[src/hsps_pkg.sv]
// Function
// - Start with gate drive off until qualified
// - Both seat detects active low, both required
// - Seat detects held for full insertion delay
// - Insertion delay from two-bit field
// - Bit zero enables seat detect conditions
// - Supply in window for whole insertion delay
// - Master enable needed to start and stay
// - Qualified preconditions turn on switch drive
// - Power good after drain low, gate high
// - Output zero driven out of reset, cascaded enables release the rest from high impedance
// - Listed events shut down switch drive
// - Secondary shutdown ignored until timer expires
// - Fault response latched or cooldown retry
// - Unfiltered supply fault shuts down immediately
// - Filtered supply fault needs sustained condition
// - Separate filter enables for low and high
// - Supply latch keeps off, asserts fault
// - Programmable under-voltage falling threshold steps
// - Hysteresis defaults to one step
package hsps_pkg;

	// ****************************************
	// Timing
	// ****************************************
	localparam int CLK_NS = 10;
	localparam int TICK_NS = 1000;
	localparam int TICK_CYC = TICK_NS / CLK_NS;
	localparam int DW = 24;

	// Delays in microseconds
	localparam logic [DW-1:0] INS_US0 = 24'h00_c350;
	localparam logic [DW-1:0] INS_US1 = 24'h01_86a0;
	localparam logic [DW-1:0] INS_US2 = 24'h03_0d40;
	localparam logic [DW-1:0] INS_US3 = 24'h06_1a80;
	localparam logic [DW-1:0] FILT_US1 = 24'h00_000a;
	localparam logic [DW-1:0] FILT_US2 = 24'h00_0064;
	localparam logic [DW-1:0] FILT_US3 = 24'h00_03e8;
	localparam logic [DW-1:0] COOL_US = 24'h26_25a0;
	localparam logic [DW-1:0] FS_STEP_US = 24'h00_2710;
	localparam logic [DW-1:0] ZERO_US = 24'h00_0000;

	// ****************************************
	// Register map
	// ****************************************
	localparam logic [3:0] REG_PD_SEQ = 4'h3;
	localparam logic [3:0] REG_FILTER = 4'h4;
	localparam logic [3:0] REG_FS_TIMER = 4'h5;
	localparam logic [3:0] REG_FILT_EN = 4'h6;
	localparam logic [3:0] REG_UV_HYST = 4'h7;
	localparam logic [3:0] REG_INSERT = 4'h9;
	localparam logic [3:0] REG_STATUS = 4'ha;

	localparam logic [7:0] RST_PD_SEQ = 8'h01;
	localparam logic [7:0] RST_FILTER = 8'h00;
	localparam logic [7:0] RST_FS_TIMER = 8'h00;
	localparam logic [7:0] RST_FILT_EN = 8'h00;
	localparam logic [7:0] RST_UV_HYST = 8'h01;
	localparam logic [7:0] RST_INSERT = 8'h00;
	localparam logic [7:0] ZERO8 = 8'h00;

	localparam int PD_EN_BIT = 0;
	localparam int FAULT_LATCH_BIT = 4;
	localparam int SUPPLY_LATCH_BIT = 3;
	localparam int FILT_LO = 1;
	localparam int UV_FILT_EN_BIT = 3;
	localparam int OV_FILT_EN_BIT = 2;
	localparam int INS_LO = 0;
	localparam int FS_LO = 0;
	localparam int HYST_LO = 0;

	typedef enum logic [2:0] {
		ST_OFF,
		ST_QUAL,
		ST_RAMP,
		ST_ON,
		ST_COOL,
		ST_LATCHED
	} hsps_state_t;

	typedef struct packed {
		logic seat_detect_one_n;
		logic seat_detect_two_n;
		logic master_enable_compare;
		logic supply_low_compare;
		logic supply_high_compare;
		logic drain_low_compare;
		logic gate_high_compare;
		logic overcurrent_sense;
		logic secondary_shutdown_n;
	} hsps_sense_t;

endpackage : hsps_pkg

[src/hsps_sequencer.sv]
`timescale 1ns/100ps
`default_nettype none
module hsps_sequencer #(
	parameter int TICK_CYCLES = hsps_pkg::TICK_CYC
) (
	input wire logic i_clk_sys,
	input wire logic i_reset,
	input wire hsps_pkg::hsps_sense_t i_sense,
	input wire logic i_good_enable_first,
	input wire logic i_good_enable_second,
	input wire logic i_good_enable_third,
	input wire logic i_cfg_wr,
	input wire logic [3:0] i_cfg_addr,
	input wire logic [7:0] i_cfg_wdata,
	output logic [7:0] o_cfg_rdata,
	output logic o_switch_drive,
	output logic [3:0] o_power_good_outputs_n,
	output logic [3:0] o_power_good_oe,
	output logic o_fault_n,
	output logic [3:0] o_uv_falling_steps
);

	// ****************************************
	// Delay decoding
	// ****************************************
	function automatic logic [hsps_pkg::DW-1:0] hsps_filt_delay(input logic [1:0] code);
		case (code)
			2'h1: hsps_filt_delay = hsps_pkg::FILT_US1;
			2'h2: hsps_filt_delay = hsps_pkg::FILT_US2;
			2'h3: hsps_filt_delay = hsps_pkg::FILT_US3;
			default: hsps_filt_delay = hsps_pkg::ZERO_US;
		endcase
	endfunction : hsps_filt_delay

	function automatic logic [hsps_pkg::DW-1:0] hsps_ins_delay(input logic [1:0] code);
		case (code)
			2'h1: hsps_ins_delay = hsps_pkg::INS_US1;
			2'h2: hsps_ins_delay = hsps_pkg::INS_US2;
			2'h3: hsps_ins_delay = hsps_pkg::INS_US3;
			default: hsps_ins_delay = hsps_pkg::INS_US0;
		endcase
	endfunction : hsps_ins_delay

	// ****************************************
	// Input synchronisers
	// ****************************************
	hsps_pkg::hsps_sense_t sense_meta_reg;
	hsps_pkg::hsps_sense_t sense_reg;

	always_ff @(posedge i_clk_sys) begin
		sense_meta_reg <= i_sense;
		sense_reg <= sense_meta_reg;
	end

	// ****************************************
	// Configuration registers
	// ****************************************
	logic [7:0] pd_seq_reg;
	logic [7:0] filter_reg;
	logic [7:0] fs_timer_reg;
	logic [7:0] filt_en_reg;
	logic [7:0] uv_hyst_reg;
	logic [7:0] insert_reg;
	logic [7:0] status;
	logic [7:0] rdata_next;
	logic [7:0] rdata_reg;

	always_ff @(posedge i_clk_sys) begin
		if (i_reset) begin
			pd_seq_reg <= hsps_pkg::RST_PD_SEQ;
			filter_reg <= hsps_pkg::RST_FILTER;
			fs_timer_reg <= hsps_pkg::RST_FS_TIMER;
			filt_en_reg <= hsps_pkg::RST_FILT_EN;
			uv_hyst_reg <= hsps_pkg::RST_UV_HYST;
			insert_reg <= hsps_pkg::RST_INSERT;
		end else if (i_cfg_wr) begin
			case (i_cfg_addr)
				hsps_pkg::REG_PD_SEQ: pd_seq_reg <= i_cfg_wdata;
				hsps_pkg::REG_FILTER: filter_reg <= i_cfg_wdata;
				hsps_pkg::REG_FS_TIMER: fs_timer_reg <= i_cfg_wdata;
				hsps_pkg::REG_FILT_EN: filt_en_reg <= i_cfg_wdata;
				hsps_pkg::REG_UV_HYST: uv_hyst_reg <= i_cfg_wdata;
				hsps_pkg::REG_INSERT: insert_reg <= i_cfg_wdata;
				default: ;
			endcase
		end
	end

	always_comb begin
		case (i_cfg_addr)
			hsps_pkg::REG_PD_SEQ: rdata_next = pd_seq_reg;
			hsps_pkg::REG_FILTER: rdata_next = filter_reg;
			hsps_pkg::REG_FS_TIMER: rdata_next = fs_timer_reg;
			hsps_pkg::REG_FILT_EN: rdata_next = filt_en_reg;
			hsps_pkg::REG_UV_HYST: rdata_next = uv_hyst_reg;
			hsps_pkg::REG_INSERT: rdata_next = insert_reg;
			hsps_pkg::REG_STATUS: rdata_next = status;
			default: rdata_next = hsps_pkg::ZERO8;
		endcase
	end

	always_ff @(posedge i_clk_sys) begin
		if (i_reset)
			rdata_reg <= hsps_pkg::ZERO8;
		else
			rdata_reg <= rdata_next;
	end

	assign o_cfg_rdata = rdata_reg;

	// ****************************************
	// Microsecond tick
	// ****************************************
	logic [15:0] tick_cnt_reg;
	logic tick;

	assign tick = (tick_cnt_reg == 16'(TICK_CYCLES - 1));

	always_ff @(posedge i_clk_sys) begin
		if (i_reset || tick)
			tick_cnt_reg <= '0;
		else
			tick_cnt_reg <= tick_cnt_reg + 16'h0001;
	end

	// ****************************************
	// Supply fault filters
	// ****************************************
	logic [1:0] sup_bad;
	logic [1:0] filt_on;
	logic [1:0] sup_fault;
	logic [hsps_pkg::DW-1:0] filt_lim;
	logic [hsps_pkg::DW-1:0] filt_cnt_reg [2];

	assign filt_lim = hsps_filt_delay(filter_reg[hsps_pkg::FILT_LO +: 2]);
	assign sup_bad[0] = !sense_reg.supply_low_compare;
	assign sup_bad[1] = sense_reg.supply_high_compare;
	assign filt_on[0] = filt_en_reg[hsps_pkg::UV_FILT_EN_BIT] && (filt_lim != '0);
	assign filt_on[1] = filt_en_reg[hsps_pkg::OV_FILT_EN_BIT] && (filt_lim != '0);

	always_ff @(posedge i_clk_sys) begin
		for (int i = 0; i < 2; i++) begin
			if (i_reset || !sup_bad[i])
				filt_cnt_reg[i] <= '0;
			else if (tick && filt_cnt_reg[i] < filt_lim)
				filt_cnt_reg[i] <= filt_cnt_reg[i] + 1'b1;
		end
	end

	always_comb begin
		for (int i = 0; i < 2; i++)
			sup_fault[i] = sup_bad[i] && (!filt_on[i] || filt_cnt_reg[i] >= filt_lim);
	end

	// ****************************************
	// Sequencer
	// ****************************************
	hsps_pkg::hsps_state_t state_reg;
	hsps_pkg::hsps_state_t state_next;
	logic [hsps_pkg::DW-1:0] seq_cnt_reg;
	logic [hsps_pkg::DW-1:0] fs_lim;
	logic gate_seen_reg;
	logic seated;
	logic supply_ok;
	logic precond;
	logic removal;
	logic fs_fault;
	logic hard_fault;
	logic supply_hit;
	logic to_latch;

	// Disabled seat detects count as seated
	assign seated = !pd_seq_reg[hsps_pkg::PD_EN_BIT] ||
		(!sense_reg.seat_detect_one_n && !sense_reg.seat_detect_two_n);
	assign supply_ok = sense_reg.supply_low_compare && !sense_reg.supply_high_compare;
	assign precond = seated && supply_ok && sense_reg.master_enable_compare;
	assign removal = !seated || !sense_reg.master_enable_compare;
	assign fs_lim = hsps_pkg::DW'(fs_timer_reg[hsps_pkg::FS_LO +: 3] + 4'h1) * hsps_pkg::FS_STEP_US;
	// Secondary side is unpowered early, so its input waits for the timer
	assign fs_fault = (state_reg == hsps_pkg::ST_ON) && (seq_cnt_reg >= fs_lim) &&
		!sense_reg.secondary_shutdown_n;
	assign supply_hit = |sup_fault;
	assign hard_fault = supply_hit || sense_reg.overcurrent_sense || fs_fault;
	assign to_latch = pd_seq_reg[hsps_pkg::FAULT_LATCH_BIT] ||
		(supply_hit && filter_reg[hsps_pkg::SUPPLY_LATCH_BIT]);

	always_comb begin
		state_next = state_reg;
		case (state_reg)
			hsps_pkg::ST_OFF: begin
				if (precond)
					state_next = hsps_pkg::ST_QUAL;
			end
			hsps_pkg::ST_QUAL: begin
				if (!precond)
					state_next = hsps_pkg::ST_OFF;
				else if (seq_cnt_reg >= hsps_ins_delay(insert_reg[hsps_pkg::INS_LO +: 2]))
					state_next = hsps_pkg::ST_RAMP;
			end
			hsps_pkg::ST_RAMP: begin
				if (hard_fault)
					state_next = to_latch ? hsps_pkg::ST_LATCHED : hsps_pkg::ST_COOL;
				else if (removal)
					state_next = hsps_pkg::ST_OFF;
				else if (sense_reg.drain_low_compare &&
					(gate_seen_reg || sense_reg.gate_high_compare))
					state_next = hsps_pkg::ST_ON;
			end
			hsps_pkg::ST_ON: begin
				if (hard_fault || !sense_reg.drain_low_compare)
					state_next = to_latch ? hsps_pkg::ST_LATCHED : hsps_pkg::ST_COOL;
				else if (removal)
					state_next = hsps_pkg::ST_OFF;
			end
			hsps_pkg::ST_COOL: begin
				if (seq_cnt_reg >= hsps_pkg::COOL_US)
					state_next = hsps_pkg::ST_OFF;
			end
			hsps_pkg::ST_LATCHED: begin
				// Dropping the master enable is the way out
				if (!sense_reg.master_enable_compare)
					state_next = hsps_pkg::ST_OFF;
			end
			default: state_next = hsps_pkg::ST_OFF;
		endcase
	end

	always_ff @(posedge i_clk_sys) begin
		if (i_reset)
			state_reg <= hsps_pkg::ST_OFF;
		else
			state_reg <= state_next;
	end

	always_ff @(posedge i_clk_sys) begin
		if (i_reset || state_next != state_reg)
			seq_cnt_reg <= '0;
		else if (tick && seq_cnt_reg != '1)
			seq_cnt_reg <= seq_cnt_reg + 1'b1;
	end

	// Gate sense is latched once seen during the ramp
	always_ff @(posedge i_clk_sys) begin
		if (i_reset || state_reg != hsps_pkg::ST_RAMP)
			gate_seen_reg <= 1'b0;
		else if (sense_reg.gate_high_compare)
			gate_seen_reg <= 1'b1;
	end

	// ****************************************
	// Outputs
	// ****************************************
	logic drive_reg;
	logic good_reg;
	logic fault_reg;
	logic [3:0] oe_reg;
	logic [3:0] steps_reg;
	logic drive_next;

	assign drive_next = (state_next == hsps_pkg::ST_RAMP) || (state_next == hsps_pkg::ST_ON);

	always_ff @(posedge i_clk_sys) begin
		if (i_reset) begin
			drive_reg <= 1'b0;
			good_reg <= 1'b0;
			fault_reg <= 1'b0;
		end else begin
			drive_reg <= drive_next;
			good_reg <= (state_next == hsps_pkg::ST_ON);
			fault_reg <= (state_next == hsps_pkg::ST_COOL) ||
				(state_next == hsps_pkg::ST_LATCHED);
		end
	end

	always_ff @(posedge i_clk_sys) begin
		if (i_reset) begin
			oe_reg <= 4'h0;
		end else begin
			oe_reg[0] <= 1'b1;
			oe_reg[1] <= i_good_enable_first;
			oe_reg[2] <= i_good_enable_first && i_good_enable_second;
			oe_reg[3] <= i_good_enable_first && i_good_enable_second &&
				i_good_enable_third;
		end
	end

	// Comparator applies this falling offset only while supply is good
	always_ff @(posedge i_clk_sys) begin
		if (i_reset)
			steps_reg <= 4'h0;
		else
			steps_reg <= supply_ok ? uv_hyst_reg[hsps_pkg::HYST_LO +: 4] : 4'h0;
	end

	assign status = {1'b0, fault_reg, good_reg, drive_reg, 1'b0, state_reg};
	assign o_switch_drive = drive_reg;
	assign o_power_good_outputs_n = {4{!good_reg}};
	assign o_power_good_oe = oe_reg;
	assign o_fault_n = !fault_reg;
	assign o_uv_falling_steps = steps_reg;

endmodule : hsps_sequencer
`default_nettype wire

[config.mk]
export PLATFORM = sky130hd
export DESIGN_NAME = hsps_sequencer
export DESIGN_NICKNAME = d
export VERILOG_FILES = /design/src/hsps_pkg.sv /design/src/hsps_sequencer.sv
export SDC_FILE = /design/constraint.sdc
export NUM_CORES = 1
export LEC_CHECK = 0
export BUFFER_PORTS_ARGS = -buffer_cell sky130_fd_sc_hd__buf_4
export CAP_MARGIN = 25
export CORE_MARGIN = 2
export CORE_UTILIZATION = 30
export CTS_BUF_LIST = sky130_fd_sc_hd__clkbuf_16
export CTS_CLUSTER_DIAMETER = 40
export DETAILED_ROUTE_END_ITERATION = 6
export PLACE_DENSITY = 0.43
export SETUP_SLACK_MARGIN = 0.4
export SYNTH_ARGS = -nofsm -noshare
export SYNTH_HDL_FRONTEND = slang
export SYNTH_SLANG_ARGS = --single-unit
export TNS_END_PERCENT = 50
[constraint.sdc]
create_clock -name i_clk_sys -period 6.5 [get_ports i_clk_sys]
set_input_delay 0.975 -clock i_clk_sys [delete_from_list [all_inputs] [get_ports i_clk_sys]]
set_output_delay 0.975 -clock i_clk_sys [all_outputs]
set_load 0.01 [all_outputs]
==> results of run 1 <==
metal layers:
layer,part of all wire,vias to the layer above,track usage
li1,-,3481,-
met3,0.033,13,0.0277
met4,0.0081,0,0.0365
met2,0.46,127,0.246
met1,0.50,3251,0.217
met5,0,-,0
path summary, 6_finish.rpt:
| check | startpoint | to | slack (ns) | cells past startpoint |
|---|---|---|---|---|
| setup reg to reg | fs_timer_reg[0]$_SDFFE_PP0P_ | seq_cnt_reg[3]$_SDFFE_PP0P_ | 0.85 | 23 |
| setup / recovery | fs_timer_reg[0]$_SDFFE_PP0P_ | seq_cnt_reg[3]$_SDFFE_PP0P_ | 0.85 | 23 |
| hold / removal | sense_meta_reg[1]$_DFF_P_ | sense_reg[1]$_DFF_P_ | 0.33 | 0 |
| hold reg to reg | sense_meta_reg[1]$_DFF_P_ | sense_reg[1]$_DFF_P_ | 0.33 | 0 |
logic make-up (layout without fill, tap and decap cells):
logic type | Yosys count | in the layout | synth area share
fa+ha+maj | 70 | 70 | 0.100
mux | 3 | 3 | 0.00355
simple gates | 386 | 386 | 0.219
compound gates | 172 | 172 | 0.124
buf+inv | 75 | 126 | 0.0344
other cells | 1 | 26 | 0.000426
flops | 177 | 177 | 0.457
xor+xnor | 61 | 61 | 0.0607
final cells by class:
class	count	share of cell area
Tap cell	384	0.0466
Inverter	35	0.0127
Timing Repair Buffer	59	0.0456
Multi-Input combinational cell	718	0.443
Sequential cell	177	0.390
Clock inverter	15	0.0199
Clock buffer	17	0.0413
report_power, final:
part / internal, W / switching [W] / total, W
clock network: 0.000563 / 0.000531 / 0.00109
logic: 0.0000450 / 0.0000781 / 0.000123
registers: 0.00116 / 0.0000181 / 0.00118
cell usage after synthesis, drive strengths merged (3+ instances only):
master    n
nor2b    16
a31oi     7
xor2     35
buf       8
nor4      9
nor2     73
o211ai    3
a21o      3
dfxtp   129
nand4b    5
nand3    80
a222oi    9
nand2   102
nand4    19
inv      34
or2      10
a22oi     6
o31ai     4
xnor2    26
edfxtp   48
nor3      8
clkbuf   32
a21oi    91
and2      7
and4      9
o21ai    15
and3     20
nand2b   16
ha       69
o21bai    4
a211oi   10
through the flow:
stage          setup WS (ns)  instances  area (sq um)
6_report               0.850       1405         10300
5_1_grt                0.456       1405         10300
4_1_cts                0.725       1404         10300
3_5_place_dp           0.737       1372          9650
3_3_place_gp           0.685       1371          9630
2_1_floorplan           1.26        970          8900
==> run summary, run 1 <==
status: completed
Worst path top cell family by delay: compound AO/OA/AOI/OAI gates
Post-CTS Hold Buffers: 0
Multi-input gate area: 4570 sq um
final hold vios: 0
NumNets Final: 1,105
cell repeated most along the worst path: ha_1
Slew Limit Fails: 0
largest area contributor in the netlist: dfxtp_1
total negative slack: 0 ns
first-pass GRT wire length: 37,200 microns
startpoint types: flop
Synth area leaders: dfxtp_1 (29%), edfxtp_1 (16%), ha_1 (9.8%)
Worst EP arrival: 6.00 ns
Crit. End Element: flop
share of post-route cells with drive strength above 1: 0.108
die outline width: 175 microns
Bufs on Longest Clock Path: 2
CTS tree: yes
gp weighted congestion: 0.807
RSZ-0062 raised after global routing: false
Storage cell area: 4030 sq um
register area share after synthesis: 0.457
Critical Path Slowest Stage Cell: or3_1
total power: 0.00240 W
# diodes: 0
post-synthesis cell type count: 62
asr flop ratio synth: 0
Die ar.: 30,700 sq um
pwr dens: 232 nW/um^2
FP Rows: 62
Worst Path Buf+Inv: 3
Antenna Nets Post-Route: 0
Slew HR: 0.471
Top Ports: 49
CP max FO: 17
final period demand of the worst path: 5.65 ns
FMAX: 177 MHz
Worst Tran Pin Value: 0.794 ns
Synth Flop Type: dfxtp_1
WS Path Type: reg2reg
Via density: 4.89
HPWL after DPL: 16,000 microns
CTS root buffer: clkbuf_16
GR Util All Layers: 0.154
EDFF count, synth: 48
CTS buffer count: 17
CP Cell Sequence: ha_1 -> xnor2_1 -> buf_4 -> ha_1 -> inv_1 -> ha_1 -> o21bai_1 -> ha_1 -> ha_1 -> nor2b_1 -> o21ai_0 -> nand2b_1 -> a21oi_1 -> or3_1 -> ha_1 -> a2111o_1 -> a311oi_2 -> o22ai_1 -> or3_1 -> o211a_1 -> a311o_2 -> buf_8 -> a211oi_1
Synth warnings: 0
largest stage delay on the critical path: 0.46 ns
area of the mapped netlist: 8800 sq um
commonest non-fill, non-tap cell in the layout: dfxtp_1
vias in the first global route: 6,642
CORE AREA: 28,800 sq um
PortBufs: 48
Initial Util: 0.306
Post-CTS Setup Bufs: 0
Yosys reg bits: 177
Tcrit/Tclk final: 0.869
WL final: 23,100 microns
Setup Skew: 0.0126 ns
total congestion overflow: 0
initial antenna violation count: 0
Clock Latency Late Sink: 0.43 ns
Req. time, crit path: 6.85 ns
Final setup violation count: 0
largest net degree at the start of global routing: 55
most frequent cells in the layout: dfxtp_1 (128), nand2_1 (102), a21oi_1 (91), nand3_1 (80), nor2_1 (73)
first drt pass iteration count: 6
Hold Crit Class: reg2reg
number of fill cells: 2,963
DRC viols: 0
leakage dissipation: 3.92 nW
post-synth top area share: 0.293
Peak VDD IR: 0.127 mV
htree depth: 4
area grow syn2layout: 17.1%
final hold slack: 0.330 ns
Layout Utilization: 0.358
cts repair resizes: 0
clk sinks: 177
Reg clk slew, reported paths: 0.08 ns
Mapped Cells: 945
Die Ht: 175 microns
vias: 6,872
max-cap violations: 0
max FFs per register: 48
average cell area after synthesis: 9.31 sq um
wire per inst: 16.4 microns
DR iter-0 viols: 551
No activity file was read; power rests on OpenSTA's default activity.
==> run 2: changes to the inputs <==
- CORE_UTILIZATION: 30 -> 61
- PLACE_DENSITY: 0.43 -> 0.78
==> run 2 against run 1 <==
Sequential cell count is the same; via count up 3.3%; die area is 50% lower; largest power group unchanged; global-route usage rose by 11 points; largest cell class unchanged; power shrank 6.7%.
==> run summary, run 2 (same netlist as run 1, synthesis figures left out) <==
Storage cell area: 4030 sq um (unchanged)
clk sinks: 177 (unchanged)
Setup Skew: 0.0101 ns (-0.00252 ns)
cts repair resizes: 0 (unchanged)
CP max FO: 12 (-5)
Bufs on Longest Clock Path: 2 (unchanged)
GR Util All Layers: 0.268 (+0.113)
Initial Util: 0.629 (+0.323)
Req. time, crit path: 6.83 ns (-0.02 ns)
initial antenna violation count: 0 (unchanged)
reg-to-reg startpoint: fs_timer_reg[0]$_SDFFE_PP0P_
commonest non-fill, non-tap cell in the layout: dfxtp_1
max FFs per register: 48 (unchanged)
Die ar.: 15,400 sq um (-50%)
Clock Latency Late Sink: 0.43 ns (about the same)
area grow syn2layout: 12.9%
Final Non-Filler Cells: 1,197 (-15%)
HPWL after DPL: 13,500 microns (-15%)
Tcrit/Tclk final: 0.896 (+0.0264)
Crit. End Element: flop
FMAX: 172 MHz (-2.9%)
DRC viols: 0 (unchanged)
Via density: 5.93 (+21%)
Multi-input gate area: 4590 sq um (+0.38%)
Final setup violation count: 0 (unchanged)
WS Path Type: reg2reg
first drt pass iteration count: 7 (+1)
Slew HR: 0.321 (-0.150)
Top Ports: 49 (unchanged)
Post-CTS Setup Bufs: 0 (unchanged)
total congestion overflow: 0 (unchanged)
Hold Crit Class: reg2reg
NumNets Final: 1,101 (-0.36%)
most frequent cells in the layout: dfxtp_1 (128), nand2_1 (102), a21oi_1 (91), nand3_1 (80), nor2_1 (73)
PortBufs: 48 (unchanged)
placed cell count: 1,164 (-15%)
Peak VDD IR: 0.203 mV (+60%)
status: completed
DR iter-0 viols: 646 (+17%)
Reg clk slew, reported paths: 0.07 ns (about the same)
pwr dens: 225 nW/um^2 (-3.1%)
CTS root buffer: clkbuf_16
max-cap violations: 0 (unchanged)
die outline width: 124 microns (-29%)
gp weighted congestion: 0.904 (+12%)
final period demand of the worst path: 5.82 ns (+0.171 ns)
vias in the first global route: 6,518 (-1.9%)
total negative slack: 0 ns (unchanged)
CTS buffer count: 17 (unchanged)
wire per inst: 16.8 microns (+2.0%)
min-delay src: sense_meta_reg[4]$_DFF_P_
number of fill cells: 1,108 (-63%)
Post-CTS Hold Buffers: 0 (unchanged)
leakage dissipation: 3.87 nW (-1.3%)
startpoint types: flop
CORE AREA: 14,000 sq um (-51%)
# diodes: 0 (unchanged)
Antenna Nets Post-Route: 0 (unchanged)
Worst Tran Pin Value: 1.02 ns (+0.223 ns)
WL final: 20,100 microns (-13%)
Worst EP arrival: 6.16 ns (+0.16 ns)
largest net degree at the start of global routing: 55 (unchanged)
first-pass GRT wire length: 32,000 microns (-14%)
share of post-route cells with drive strength above 1: 0.101 (-0.00646)
CTS tree: yes
launch point of the worst path: fs_timer_reg[0]$_SDFFE_PP0P_
FP Rows: 43 (-31%)
Slew Limit Fails: 0 (unchanged)
Die Ht: 124 microns (-29%)
total power: 0.00224 W (-6.7%)
vias: 7,100 (+3.3%)
htree depth: 4 (unchanged)
final hold vios: 0 (unchanged)
RSZ-0062 raised after global routing: false
-- run 2: cell types whose count changed in the layout (fill, tap and decap cells not counted), sizes merged --
cell and delta:
a311o +1, bufinv -1, buf -5, inv +1
-- run 2: critical path, stage by stage, from the launching register on --
cell,delay [ns]
dfxtp_2,0.37
ha_1,0.28
xnor2_2,0.29
ha_1,0.29
inv_1,0.08
ha_1,0.22
ha_1,0.32
ha_1,0.29
a21oi_1,0.06
nor2b_1,0.09
o21ai_0,0.08
nand2b_1,0.09
a21oi_1,0.09
or3_1,0.33
ha_1,0.34
a2111o_1,0.44
a311oi_2,0.29
o22ai_1,0.18
or3_1,0.45
o211a_1,0.31
a311o_2,0.56
a211oi_1,0.27
-- run 2: per-layer routing --
| layer | wire length [microns] | vias up | GRT usage | share of wire |
|---|---|---|---|---|
| met1 | 8960 | 3354 | 0.354 | 0.45 |
| met5 | 0 | - | 0 | 0 |
| met4 | 445 | 0 | 0.103 | 0.022 |
| met2 | 9480 | 232 | 0.436 | 0.47 |
| li1 | - | 3471 | - | - |
| met3 | 1170 | 43 | 0.0504 | 0.058 |
-- run 2: stage by stage --
step	util	area [sq um]	hold WS (ns)	worst slack (ns)
after CTS	0.709	9910	0.328	0.481
after floorplan	-	8900	0.310	1.26
final	0.710	9930	0.325	0.679
after global placement	0.668	9350	0.312	0.691
after detailed placement	0.670	9380	0.313	0.583
after global routing	0.710	9930	0.329	0.446
-- run 2: layout make-up --
cell class | instances | area share
Clock buffer | 17 | 0.0428
Clock inverter | 15 | 0.0115
Inverter | 35 | 0.0132
Multi-Input combinational cell | 719 | 0.462
Sequential cell | 177 | 0.405
Tap cell | 180 | 0.0227
Timing Repair Buffer | 54 | 0.0428
-- run 2: power breakdown --
part	total [W]	switching (W)	internal, W
clock	0.000937	0.000442	0.000495
sequential	0.00118	0.0000182	0.00116
combinational	0.000119	0.0000747	0.0000443
total	0.00224	0.000535	0.00170
-- run 2: path summary, 6_finish.rpt --
check | end | slack, ns | depth (start not counted)
min reg2reg | sense_reg[4]$_DFF_P_ | 0.33 | 0
max reg2reg | seq_cnt_reg[1]$_SDFFE_PP0P_ | 0.68 | 21
min | sense_reg[4]$_DFF_P_ | 0.33 | 0
max | seq_cnt_reg[1]$_SDFFE_PP0P_ | 0.68 | 21
==> run 3: changes to the inputs <==
- CORE_MARGIN: 2 -> unset
==> run 3 against run 2 <==
Utilization rose by 0.59 points; fmax is 0.69% lower; sequential share of layout area shrank 0.35 points; global-route usage increased by 1.1 points; non-clock buffer count stayed put; via count shrank 0.14%; hold slack better by 0.0035 ns.
==> run summary, run 3 (same netlist as run 1, synthesis figures left out) <==
status: completed
Post-CTS Hold Buffers: 0 (unchanged)
final period demand of the worst path: 5.86 ns (+0.0402 ns)
vias in the first global route: 6,577 (+0.91%)
launch point of the worst path: fs_timer_reg[0]$_SDFFE_PP0P_
vias: 7,090 (-0.14%)
Worst EP arrival: 6.21 ns (+0.05 ns)
first-pass GRT wire length: 32,100 microns (+0.33%)
first drt pass iteration count: 6 (-1)
initial antenna violation count: 0 (unchanged)
CTS tree: yes
commonest non-fill, non-tap cell in the layout: dfxtp_1
clk sinks: 177 (unchanged)
Tcrit/Tclk final: 0.902 (+0.00619)
DRC viols: 0 (unchanged)
area grow syn2layout: 13.8%
crit path capture: seq_cnt_reg[10]$_SDFFE_PP0P_
CTS root buffer: clkbuf_16
wire per inst: 16.7 microns (-0.10%)
number of fill cells: 1,097 (-0.99%)
Reg2Reg Depth: 21 (unchanged)
Via density: 5.92 (-0.22%)
leakage dissipation: 3.89 nW (+0.41%)
PortBufs: 48 (unchanged)
GR Util All Layers: 0.278 (+0.0106)
max FFs per register: 48 (unchanged)
most frequent cells in the layout: dfxtp_1 (129), nand2_1 (102), a21oi_1 (91), nand3_1 (80), nor2_1 (73)
HPWL after DPL: 13,500 microns (-0.54%)
Critical Path Slowest Stage Cell: a311o_1
Crit. End Element: flop
Die Ht: 122 microns (-1.6%)
r2r endpoint: seq_cnt_reg[10]$_SDFFE_PP0P_
die outline width: 122 microns (-1.6%)
max-cap violations: 0 (unchanged)
Peak VDD IR: 0.209 mV (+2.8%)
WS Path Type: reg2reg
DR iter-0 viols: 622 (-3.7%)
final hold slack: 0.329 ns (+0.00350 ns)
Bufs on Longest Clock Path: 2 (unchanged)
Slew Limit Fails: 0 (unchanged)
Hold Crit Class: reg2reg
cell repeated most along the worst path: ha_1
Worst Tran Pin Value: 1.03 ns (+0.0105 ns)
share of post-route cells with drive strength above 1: 0.104 (+0.00285)
Die ar.: 14,900 sq um (-3.2%)
Initial Util: 0.629 (unchanged)
Req. time, crit path: 6.85 ns (+0.02 ns)
Top Ports: 49 (unchanged)
Slew HR: 0.314 (-0.00701)
Setup Skew: 0.0116 ns (+0.00148 ns)
pwr dens: 234 nW/um^2 (+3.9%)
largest stage delay on the critical path: 0.53 ns (-0.03 ns)
gp weighted congestion: 0.932 (+3.0%)
Reg clk slew, reported paths: 0.07 ns (about the same)
Antenna Nets Post-Route: 0 (unchanged)
CTS buffer count: 17 (unchanged)
Post-Place Setup Slack: 0.531 ns (-0.0519 ns)
CP Cell Sequence: ha_2 -> xnor2_4 -> ha_1 -> inv_1 -> ha_1 -> ha_1 -> ha_1 -> a21oi_1 -> nor2b_1 -> o21ai_0 -> nand2b_1 -> a21oi_1 -> or3_1 -> ha_1 -> a2111o_1 -> a311oi_2 -> o22ai_1 -> or3_1 -> o211a_1 -> a311o_1 -> a211oi_2
FMAX: 171 MHz (-0.69%)
CORE AREA: 14,000 sq um (unchanged)
NumNets Final: 1,102 (+0.091%)
Worst path top cell family by delay: compound AO/OA/AOI/OAI gates
Final setup violation count: 0 (unchanged)
RSZ-0062 raised after global routing: false
FP Rows: 43 (unchanged)
final hold vios: 0 (unchanged)
total congestion overflow: 0 (unchanged)
# diodes: 0 (unchanged)
startpoint types: flop
Crit. path cell count: 21 (unchanged)
R2R Setup Slk: 0.64 ns (-0.04 ns)
htree depth: 4 (unchanged)
Clock Latency Late Sink: 0.43 ns (about the same)
CP max FO: 7 (-5)
final worst slack: 0.639 ns (-0.0402 ns)
reg-to-reg startpoint: fs_timer_reg[0]$_SDFFE_PP0P_
largest net degree at the start of global routing: 55 (unchanged)
WL final: 20,000 microns (about the same)
Worst Path Buf+Inv: 1 (unchanged)
total negative slack: 0 ns (unchanged)
## run 3: cell types whose count changed in the layout (fill, tap and decap cells not counted), moves of 2 or more
cell / previous run / this run
inv_4: 0 / 2
clkinv_8: 0 / 2
inv_1: 37 / 34
clkinv_2: 2 / 0
## run 3: area by class of cell
class,count,area [sq um],share of cell area
repair buffers,54,413,0.0412
clock inverters,14,161,0.0161
flip-flops and latches,177,4020,0.402
multi-input cells,720,4610,0.460
well taps,180,225,0.0225
inverters,35,131,0.0131
clock buffers,18,450,0.0450
## run 3: worst min-delay path by stage
stage	from	to	slack [ns]	cells past startpoint
after floorplan	sense_meta_reg[0]$_DFF_P_	sense_reg[0]$_DFF_P_	0.31	0
after global placement	sense_meta_reg[5]$_DFF_P_	sense_reg[5]$_DFF_P_	0.31	0
after detailed placement	sense_meta_reg[6]$_DFF_P_	sense_reg[6]$_DFF_P_	0.31	0
after CTS	sense_meta_reg[6]$_DFF_P_	sense_reg[6]$_DFF_P_	0.33	0
after global routing	sense_meta_reg[6]$_DFF_P_	sense_reg[6]$_DFF_P_	0.34	0
final	sense_meta_reg[6]$_DFF_P_	sense_reg[6]$_DFF_P_	0.33	0
## run 3: layer usage
metal  routed length (microns)  global-route usage  vias up
met1                      8790               0.366     3353
met5                         0                   0        -
met4                       346              0.0945        0
met2                      9600               0.460      235
li1                          -                   -     3469
met3                      1310              0.0520       33
## run 3: stage by stage
stage | area [sq um] | power [W] | std cells | util
finish | 10000 | 0.00234 | 1198 | 0.716
floorplan | 8900 | 0.00127 | 970 | -
global route | 10000 | 0.00241 | 1198 | 0.716
detailed placement | 9350 | 0.00132 | 1163 | 0.668
global placement | 9350 | 0.00132 | 1163 | 0.668
CTS | 9960 | 0.00235 | 1195 | 0.712
## run 3: timing repair
action,in CTS,in global routing
setup buffers,0,0
gates resized for setup,1,3
endpoints found under the setup margin,4,24
gates cloned,0,2
hold endpoints to repair,0,0
pin swaps,0,1
## run 3: worst reg2reg max path, cell delays in order, from the launching register on
cell,delay [ns]
dfxtp_1,0.48
ha_2,0.31
xnor2_4,0.17
ha_1,0.27
inv_1,0.08
ha_1,0.24
ha_1,0.33
ha_1,0.29
a21oi_1,0.06
nor2b_1,0.13
o21ai_0,0.11
nand2b_1,0.08
a21oi_1,0.08
or3_1,0.36
ha_1,0.35
a2111o_1,0.45
a311oi_2,0.25
o22ai_1,0.16
or3_1,0.46
o211a_1,0.33
a311o_1,0.54
a211oi_2,0.25
## run 3: power by group
| group | switching, W | internal [W] | leakage [nW] |
|---|---|---|---|
| clock | 0.000476 | 0.000570 | 0.302 |
| sequential | 0.0000179 | 0.00116 | 1.56 |
| combinational | 0.0000739 | 0.0000436 | 2.03 |
